--- src/spc_pkg.sv ---
package spc_pkg;
    // register byte offsets on the apb bus
    localparam logic [7:0] SPC_CTRL_OFS = 8'h00;
    localparam logic [7:0] SPC_STAT_OFS = 8'h04;
    localparam logic [7:0] SPC_MASK_OFS = 8'h08;

    // field positions of serial_port_control_reg
    localparam int SPC_RX_FLAG_POS = 0;
    localparam int SPC_TX_FLAG_POS = 1;
    localparam int SPC_RX9_POS = 2;
    localparam int SPC_TX9_POS = 3;
    localparam int SPC_RX_EN_POS = 4;
    localparam int SPC_MP_POS = 5;
    localparam int SPC_MODE_LSB = 6;

    // field positions of the interrupt status and mask registers
    localparam int SPC_IRQ_RX_POS = 0;
    localparam int SPC_IRQ_TX_POS = 1;

    // reset values
    localparam logic [7:0] SPC_CTRL_RST = 8'h00;
    localparam logic [1:0] SPC_IRQ_RST = 2'h0;

    // serial modes
    typedef enum logic [1:0] {
        SPC_MODE_SHIFT = 2'h0,
        SPC_MODE_ASYNC8 = 2'h1,
        SPC_MODE_ASYNC9 = 2'h2,
        SPC_MODE_ASYNC9V = 2'h3
    } spc_mode_t;

    // control register layout, msb first
    typedef struct packed {
        spc_mode_t mode;
        logic mp;
        logic rx_en;
        logic tx9;
        logic rx9;
        logic tx_flag;
        logic rx_flag;
    } spc_ctrl_t;

    // events from the serial shift logic, each a one-cycle pulse except the rx_ninth data bit
    typedef struct packed {
        logic tx_bit8;
        logic tx_stop;
        logic rx_bit8;
        logic rx_frame;
        logic rx_ninth;
    } spc_evt_t;
endpackage

--- src/spc_flags.sv ---
// The APB slave port and the register offsets were decided locally.
`timescale 1ns/1ps
// Operation
// - receive only while receive enable set
// - nine-bit modes send the transmit ninth bit
// - nine-bit modes store received ninth bit
// - mode one without multiprocessor stores stop bit
// - shift mode sets transmit flag after bit eight
// - shift mode sets receive flag after bit eight
// - other modes set transmit flag at stop
module spc_flags
    import spc_pkg::*;
#(
    parameter int ADDR_W = 8
) (
    input wire logic SYS_CLK,
    input wire logic SRST,
    input wire logic PSEL,
    input wire logic PENABLE,
    input wire logic PWRITE,
    input wire logic [ADDR_W-1:0] PADDR,
    input wire logic [31:0] PWDATA,
    output logic [31:0] PRDATA,
    output logic PREADY,
    output logic PSLVERR,
    output logic IRQ,
    input wire spc_evt_t SHIFT_EVT,
    output spc_mode_t SER_MODE,
    output logic MP_BIT,
    output logic RX_ENABLE,
    output logic TX_NINTH
);

    spc_ctrl_t ctrl_q, ctrl_d;
    logic [1:0] stat_q, stat_d;
    logic [1:0] mask_q, mask_d;
    logic [31:0] rdata_q, rdata_d;
    logic err_q, err_d;
    logic setup, access, wr_ctrl, wr_mask, rd_stat, unmapped;
    logic tx_set, rx_set, rx_take9;
    logic [ADDR_W-1:0] addr_ctrl, addr_stat, addr_mask;

    assign addr_ctrl = ADDR_W'(SPC_CTRL_OFS);
    assign addr_stat = ADDR_W'(SPC_STAT_OFS);
    assign addr_mask = ADDR_W'(SPC_MASK_OFS);

    // apb phase decode; slave always ready in the access phase
    assign setup = PSEL && !PENABLE;
    assign access = PSEL && PENABLE;
    assign PREADY = 1'b1;
    assign wr_ctrl = access && PWRITE && (PADDR == addr_ctrl);
    assign wr_mask = access && PWRITE && (PADDR == addr_mask);
    assign rd_stat = access && !PWRITE && (PADDR == addr_stat);

    // true when an address selects one of the registers
    function automatic logic addr_hit(input logic [ADDR_W-1:0] a);
        return (a == ADDR_W'(SPC_CTRL_OFS)) || (a == ADDR_W'(SPC_STAT_OFS)) || (a == ADDR_W'(SPC_MASK_OFS));
    endfunction

    // address matches none of the three registers
    assign unmapped = !addr_hit(PADDR);

    // flag events qualified by mode and receive enable
    always_comb begin
        if (ctrl_q.mode == SPC_MODE_SHIFT) begin
            tx_set = SHIFT_EVT.tx_bit8;
            rx_set = SHIFT_EVT.rx_bit8 && ctrl_q.rx_en;
        end else begin
            tx_set = SHIFT_EVT.tx_stop;
            rx_set = SHIFT_EVT.rx_frame && ctrl_q.rx_en;
        end
        // ninth bit of accepted frame, or stop bit in mode one without multiprocessor
        unique case (ctrl_q.mode)
            SPC_MODE_SHIFT: rx_take9 = 1'b0;
            SPC_MODE_ASYNC8: rx_take9 = rx_set && !ctrl_q.mp;
            SPC_MODE_ASYNC9, SPC_MODE_ASYNC9V: rx_take9 = rx_set;
        endcase
    end

    // control register: software writes, hardware sets flags, set beats clear
    always_comb begin
        ctrl_d = ctrl_q;
        if (wr_ctrl) begin
            ctrl_d = spc_ctrl_t'(PWDATA[7:0]);
        end
        if (rx_take9) begin
            ctrl_d.rx9 = SHIFT_EVT.rx_ninth;
        end
        if (tx_set) begin
            ctrl_d.tx_flag = 1'b1;
        end
        if (rx_set) begin
            ctrl_d.rx_flag = 1'b1;
        end
    end

    // interrupt status: sticky, cleared by a read of the bits it returned
    always_comb begin
        stat_d = stat_q;
        mask_d = mask_q;
        if (rd_stat) begin
            stat_d = stat_q & ~rdata_q[1:0];
        end
        if (tx_set) begin
            stat_d[SPC_IRQ_TX_POS] = 1'b1;
        end
        if (rx_set) begin
            stat_d[SPC_IRQ_RX_POS] = 1'b1;
        end
        if (wr_mask) begin
            mask_d = PWDATA[1:0];
        end
    end

    // read data and error captured in the setup cycle
    always_comb begin
        rdata_d = rdata_q;
        err_d = err_q;
        if (setup) begin
            rdata_d = 32'h0000_0000;
            err_d = 1'b0;
            if (PADDR == addr_ctrl) begin
                rdata_d[7:0] = ctrl_q;
            end else if (PADDR == addr_stat) begin
                rdata_d[1:0] = stat_q;
            end else if (PADDR == addr_mask) begin
                rdata_d[1:0] = mask_q;
            end else begin
                err_d = 1'b1; // unmapped address
            end
        end
    end

    // control register flops
    always_ff @(posedge SYS_CLK) begin
        if (SRST) begin
            ctrl_q <= spc_ctrl_t'(SPC_CTRL_RST);
        end else begin
            ctrl_q <= ctrl_d;
        end
    end

    // interrupt status and mask flops
    always_ff @(posedge SYS_CLK) begin
        if (SRST) begin
            stat_q <= SPC_IRQ_RST;
            mask_q <= SPC_IRQ_RST;
        end else begin
            stat_q <= stat_d;
            mask_q <= mask_d;
        end
    end

    // bus read data and error flops
    always_ff @(posedge SYS_CLK) begin
        if (SRST) begin
            rdata_q <= 32'h0000_0000;
            err_q <= 1'b0;
        end else begin
            rdata_q <= rdata_d;
            err_q <= err_d;
        end
    end

    // outputs from flops; PSLVERR gated by the access phase, IRQ the OR of masked status
    assign PRDATA = rdata_q;
    assign PSLVERR = err_q && access;
    assign IRQ = |(stat_q & mask_q);
    assign SER_MODE = ctrl_q.mode;
    assign MP_BIT = ctrl_q.mp;
    assign RX_ENABLE = ctrl_q.rx_en;
    assign TX_NINTH = ctrl_q.tx9;
endmodule

--- config.mk ---
export PLATFORM = sky130hd
export DESIGN_NAME = spc_flags
export DESIGN_NICKNAME = d
export VERILOG_FILES = /design/src/spc_pkg.sv /design/src/spc_flags.sv
export SDC_FILE = /design/constraint.sdc
export NUM_CORES = 1
export LEC_CHECK = 0
export BUFFER_PORTS_ARGS = -buffer_cell sky130_fd_sc_hd__buf_4
export CORE_ASPECT_RATIO = 0.6
export CORE_MARGIN = 2
export CORE_UTILIZATION = 39
export DETAILED_ROUTE_END_ITERATION = 10
export HOLD_SLACK_MARGIN = 0.03
export PLACE_DENSITY = 0.78
export SLEW_MARGIN = 15
export SYNTH_ARGS = -nofsm -noshare
export SYNTH_HDL_FRONTEND = slang
export SYNTH_SLANG_ARGS = --single-unit
--- constraint.sdc ---
create_clock -name SYS_CLK -period 2.5 [get_ports SYS_CLK]
set_clock_uncertainty 0.2 [all_clocks]
set_input_delay 0 -clock SYS_CLK [delete_from_list [all_inputs] [get_ports SYS_CLK]]
set_output_delay 0 -clock SYS_CLK [all_outputs]
set_load 0.01 [all_outputs]
==> run metrics, run 1 <==
Die Y=46.3 um; DRT iter0 DRCs=59; Crit. Startpoint=SER_MODE[1]; Synth area leaders=dfxtp_1, buf_4, mux2i_1; Post-Syn Area per Cell=8.82 um^2; post-synthesis register bit count=21; Synth Area in Simple Gates=18.7%; I/O Pins=90; Slew headroom=57.8%; Ys Warns=0; Finished Cell Area=0.00174 mm^2; main combinational cell family by area after synthesis=buffers and inverters; CTS clk-pin slew, worst paths=80 ps; Setup crit start kind=flip-flop; post-synthesis adder-cell area fraction=0%; max-cap check violation count=0; cells after synthesis=132; largest net degree at the start of global routing=22; Die Area=0.00345 mm^2; vias in the first global route=1,020; crit path time final=2350 ps; Mapped Area=0.00116 mm^2; Routability Congestion=about 0.76; Layout Nets=about 250; clock sink count=21; Fin. Hold Viols=0; Max FO, Critical Path=5; drt drc=0; min-delay worst type=in -> reg; IO Port Bufs=40; status=complete, no violations; Rows=15; Min-Delay Path Depth=3; share of layout cells above drive strength 1=26.3%; H-tree lvl count=1; Pre-antenna DRT Iters=4; area after detailed placement=0.00138 mm^2; DRT Wirelength=3.05 mm; compound-cell area share of the yosys netlist=12.7%; CTS buffer count=3; Diodes inserted=0; Non-Filler Instances=240; Chip Width=74.5 um; WHS=about 50 ps; CP Class=reg -> reg; final slew viol count=0; fill cell count=between 200 and 300; Routed Antenna Nets=0; CTS tree=done; worst-margin pin slew=628 ps; Via Count=roughly 1,100; CP arrival=2310 ps; area of the core=0.00285 mm^2; Hold EP=stat_q[1]; GR Overflow Total=0; power per standard cell area=roughly 380 mW/mm^2; Overall Global Routing Usage=18.1%; RR Endpoint=stat_q[0]; area grow syn2layout=49.1%; cell taking the most area after synthesis=dfxtp_1; Max VDD drop=395 uV; RSZ-0062 raised after global routing=no; launch point of the worst reg-to-reg path=SER_MODE[1]; number of instances in the placed design=205; Initial Util=40.8%; mux cell area share after synthesis=11.2%; Leakage=0.751 nW; Worst EP required=2450 ps; share of the yosys chip area belonging to registers=36.1%; Yosys top cell area share=36.1%; CTS Root Cell=clkbuf_8; worst reg-to-reg path cell count=6; period utilization=94.0%; R2R setup slack=roughly 150 ps; HP Start=PWRITE; global-route wire length before repair=around 4.5 mm; setup violators final=0; Routed WL per cell=12.7 um; initial antenna violation count=0; clock buffer depth=2; synth unique cells=31; setup_tns=0 ps; number of vias per cell=between 4 and 5; CP Capture Type=flip-flop; Post-DP HPWL=2.10 mm; f_max=between 0.4 and 0.5 GHz; Worst-Skew Late Latency=approximately 260 ps; post-synthesis xor/xnor area fraction=0%
## cells in the mapped netlist, drive strengths merged
cell      n
o2bb2ai   2
nor2b     4
nand2b    1
or4       1
clkbuf    6
dfxtp    21
nor4      3
conb      2
o41ai     1
or2       2
buf      28
and3      1
a31oi     1
nand4     1
or3b      1
a21oi     6
a211oi    2
nand3     3
a22o      1
a311oi    1
nand2     3
mux2i    13
o21bai    1
a22oi     6
nor3      1
nor2     18
nand4b    1
inv       1
## repair_timing
action	4_1_cts	5_1_grt
resized for setup	0	1
buffers inserted	0	2
endpoints found under the hold margin	21	0
endpoints found under the setup margin	0	4
hold buffers	29	0
## where the power goes
part,total [W],internal (W),switching (W)
sequential,0.000340,0.000338,0.00000247
clock,0.000224,0.000111,0.000113
combinational,0.000101,0.0000511,0.0000502
## per-layer routing
metal / track usage (%) / share of wire [%] / up-vias
met2: 33.8 / 50 / 58
met5: 0 / 0 / -
met4: 8.21 / 0.36 / 0
met1: 19.3 / 41 / 517
li1: - / - / 536
met3: 5.25 / 8.6 / 2
## registers in the layout, indices dropped and copies added, names as in the netlist
| register | count |
|---|---|
| PRDATA | 8 |
| ctrl_q | 3 |
| mask_q | 2 |
| MP_BIT | 1 |
| RX_ENABLE | 1 |
| err_q | 1 |
| TX_NINTH | 1 |
| SER_MODE | 2 |
| stat_q | 2 |
## stage by stage
step                      setup WS (ps)  power (W)  util, %
after detailed placement            537   0.000426     48.4
after global placement              573   0.000424     48.4
after global routing               33.8   0.000695     60.8
final                               149   0.000666     60.8
after floorplan                     697   0.000418        -
after CTS                          89.6   0.000665     60.2
## final cells by class
class                      instances  area, um^2  share of cell area [%]
multi-input combinational         99         592                    34.1
inverter                           1        3.75                   0.216
clock inverter                     1        5.00                   0.288
tap                               42        52.6                    3.03
clock buffer                       3        41.3                    2.38
timing repair buffer              73         621                    35.8
sequential                        21         420                    24.2
## worst max-delay path, cell delays in order, from the launching register on
cell,delay [ps]
dfxtp_1,360
nor2_2,200
nor2_1,60
a31oi_1,200
dlygate4sd3_1,580
a21oi_1,60
dlygate4sd3_1,570
## worst max path at each step
stage	to	cells after the start	slack, ps
6_report	stat_q[0]	6	150
3_5_place_dp	ctrl_q[1]	6	540
2_1_floorplan	ctrl_q[2]	5	700
3_3_place_gp	ctrl_q[1]	6	570
4_1_cts	ctrl_q[0]	8	90
5_1_grt	stat_q[0]	6	30
## kinds of logic (layout without fill, tap and decap cells)
logic type / after synthesis / after routing
compound gates: 21 / 21
buf+inv: 35 / 78
flops: 21 / 21
mux: 13 / 13
other cells: 2 / 25
simple gates: 40 / 40
## cells in the final DEF (no fill, tap or decap), drive strengths merged, types with 2 or more instances in the layout
cell type    Yosys  final
or2              2      2
nor4             3      3
clkbuf           6      3
o2bb2ai          2      2
nor2b            4      4
nand2            3      3
buf             28     44
nor2            18     18
mux2i           13     13
a21oi            6      6
nand3            3      3
dfxtp           21     21
conb             2     25
dlygate4sd3      0     29
a211oi           2      2
a22oi            6      6
Power figures use the tool's default switching activity.
==> inputs of run 2 (changes only) <==
PLACE_DENSITY = default   (was 0.78)
PLACE_DENSITY_LB_ADDON = 0.3   (was default)
==> run 2 against run 1 <==
Register-to-register slack worse by 30 ps. Critical path depth is the same. Flip-flop and latch count stayed put. Sequential share of layout area down 0.12 points.
==> run metrics, run 2 (same netlist as run 1, synthesis figures left out) <==
status=complete, no violations (unchanged); WHS=92.8 ps (was 50.1 ps); Max FO, Critical Path=5 (unchanged); max-cap check violation count=0 (unchanged); switch share=24.6% (was 24.9%); worst-margin pin slew=549 ps (was 628 ps); Chip Width=74.5 um (unchanged); global-route wire length before repair=4.86 mm (was 4.51 mm); number of vias per cell=4.62 (was 4.64); Fin. Hold Viols=0 (unchanged); fill cell count=254 (was 252); Setup WS post-layout=124 ps (was 149 ps); Die Area=0.00345 mm^2 (unchanged); setup_tns=0 ps (unchanged); I/O Pins=90 (unchanged); commonest non-fill, non-tap cells in the layout=buf_4, dlygate4sd3_1, conb_1 (unchanged); CP arrival=2380 ps (was 2310 ps); CTS tree=done (unchanged); Initial Util=40.8% (unchanged); clock share of power=33.4% (was 33.7%); Sequential Power Share=51.0% (was 51.1%); CTS clk-pin slew, worst paths=70 ps (was 80 ps); final slew viol count=0 (unchanged); CP cell instances=nor2b_1 > o21bai_1 > nor2_1 > dlygate4sd3_1 > a211oi_1 > dlygate4sd3_1 (was nor2_2 > nor2_1 > a31oi_1 > dlygate4sd3_1 > a21oi_1 > dlygate4sd3_1); power per standard cell area=381 mW/mm^2 (was 384 mW/mm^2); Routed Antenna Nets=0 (unchanged); Reg area=422 um^2 (was 420 um^2); switching power=0.000164 W (was 0.000166 W); Routed WL per cell=12.7 um (about the same); IO Port Bufs=40 (unchanged); vias in the first global route=1,071 (was 1,020); GR Overflow Total=0 (unchanged); most frequent CP cell=dlygate4sd3_1 (unchanged); Power Internal=0.000502 W (was 0.000500 W); Rows=15 (unchanged); Diodes inserted=0 (unchanged); Pre-antenna DRT Iters=4 (unchanged); most common cell after layout, fill and taps aside=buf_4 (unchanged); crit path time final=2380 ps (was 2350 ps); Die Y=46.3 um (unchanged); Worst-Skew Late Latency=260 ps (about the same); multi-input logic area=589 um^2 (was 592 um^2); Layout Nets=250 (was 249); f_max=0.421 GHz (was 0.425 GHz); CP Class=reg -> reg (unchanged); max reg flops=8 (unchanged); largest net degree at the start of global routing=22 (unchanged); share of layout cells above drive strength 1=25.1% (was 26.3%); clock buffer depth=2 (unchanged); initial antenna violation count=0 (unchanged); CP Capture Type=flip-flop (unchanged); Worst path max stage delay=590 ps (was 580 ps); slowest CP cell=dlygate4sd3_1 (unchanged); post-place setup slack=670 ps (was 537 ps); H-tree lvl count=1 (unchanged); Max VDD drop=221 uV (was 395 uV); Final Util=61.3% (was 60.8%); Leakage=0.767 nW (was 0.751 nW); RSZ-0062 raised after global routing=no (unchanged); CTS Root Cell=clkbuf_8 (unchanged); Via Count=1,113 (unchanged); area of the core=0.00285 mm^2 (unchanged); Combinational Power Share=15.6% (was 15.2%); Worst EP required=2510 ps (was 2450 ps); setup violators final=0 (unchanged); Slew headroom=63.0% (was 57.8%); Setup crit start kind=flip-flop (unchanged); DRT iter0 DRCs=57 (was 59); Post-DP HPWL=2.07 mm (was 2.10 mm); drt drc=0 (unchanged); Overall Global Routing Usage=19.0% (was 18.1%); period utilization=95.0% (was 94.0%); Routability Congestion=0.825 (was 0.756); area grow syn2layout=50.3% (was 49.1%); Total Power=0.000667 W (was 0.000666 W); DRT Wirelength=3.05 mm (about the same); min-delay worst type=in -> reg (unchanged); CTS buffer count=3 (unchanged); clock sink count=21 (unchanged)
-- run 2: cell types whose count changed in the layout (fill, tap and decap cells not counted) --
| cell | delta |
|---|---|
| dlygate4sd3_1 | +3 |
| buf_4 | -2 |
| dfxtp_1 | -1 |
| dfxtp_2 | +1 |
| nor2_1 | +1 |
| nor2_2 | -1 |
-- run 2: repair_timing --
item                                    in CTS  in global routing
resized for setup                            0                  1
endpoints found under the hold margin       21                  0
buffers inserted                             0                  0
hold buffers                                32                  0
endpoints found under the setup margin       0                  1
-- run 2: per-layer routing --
layer | global-route usage, % | vias up | routed length [um]
li1 | - | 536 | -
met1 | 21.2 | 536 | 1330
met2 | 37.2 | 38 | 1560
met3 | 5.25 | 3 | 146
met4 | 3.21 | 0 | 16
met5 | 0 | - | 0
-- run 2: area by class of cell --
type / instances / share of cell area [%]
Timing Repair Buffer: 74 / 36.3
Multi-Input combinational cell: 99 / 33.7
Sequential cell: 21 / 24.1
Tap cell: 42 / 3.00
Clock buffer: 3 / 2.36
Clock inverter: 1 / 0.286
Inverter: 1 / 0.215
-- run 2: power groups by stage --
| stage | clock network [W] | logic [W] | registers (W) |
|---|---|---|---|
| 2_1_floorplan | 0 | 0.0000711 | 0.000347 |
| 3_3_place_gp | 0 | 0.0000765 | 0.000347 |
| 3_5_place_dp | 0 | 0.0000787 | 0.000348 |
| 4_1_cts | 0.000230 | 0.000102 | 0.000340 |
| 5_1_grt | 0.000242 | 0.000114 | 0.000340 |
| 6_report | 0.000223 | 0.000104 | 0.000340 |
-- run 2: final timing paths --
path | slack [ps] | endpoint | startpoint | depth (start not counted)
worst max-delay path | 120 | ctrl_q[2] | SER_MODE[0] | 6
worst min-delay path | 90 | stat_q[1] | SHIFT_EVT[4] | 4
worst max register to register | 120 | ctrl_q[2] | SER_MODE[0] | 6
worst min register to register | 310 | PRDATA[1] | PRDATA[1] | 2
-- run 2: worst max-delay path, delay by kind of cell, from the launching register on --
family | cells | cell delay, ps
AOI/OAI and AO/OA | 2 | 420
and+or+nand+nor | 2 | 210
buffers and inverters | 2 | 1140
DFF | 1 | 350
-- run 2: metrics by stage --
step / cell area (um^2) / instances
6_report: 1750 / 241
3_5_place_dp: 1380 / 205
3_3_place_gp: 1380 / 205
4_1_cts: 1750 / 241
5_1_grt: 1750 / 241
2_1_floorplan: 1250 / 155
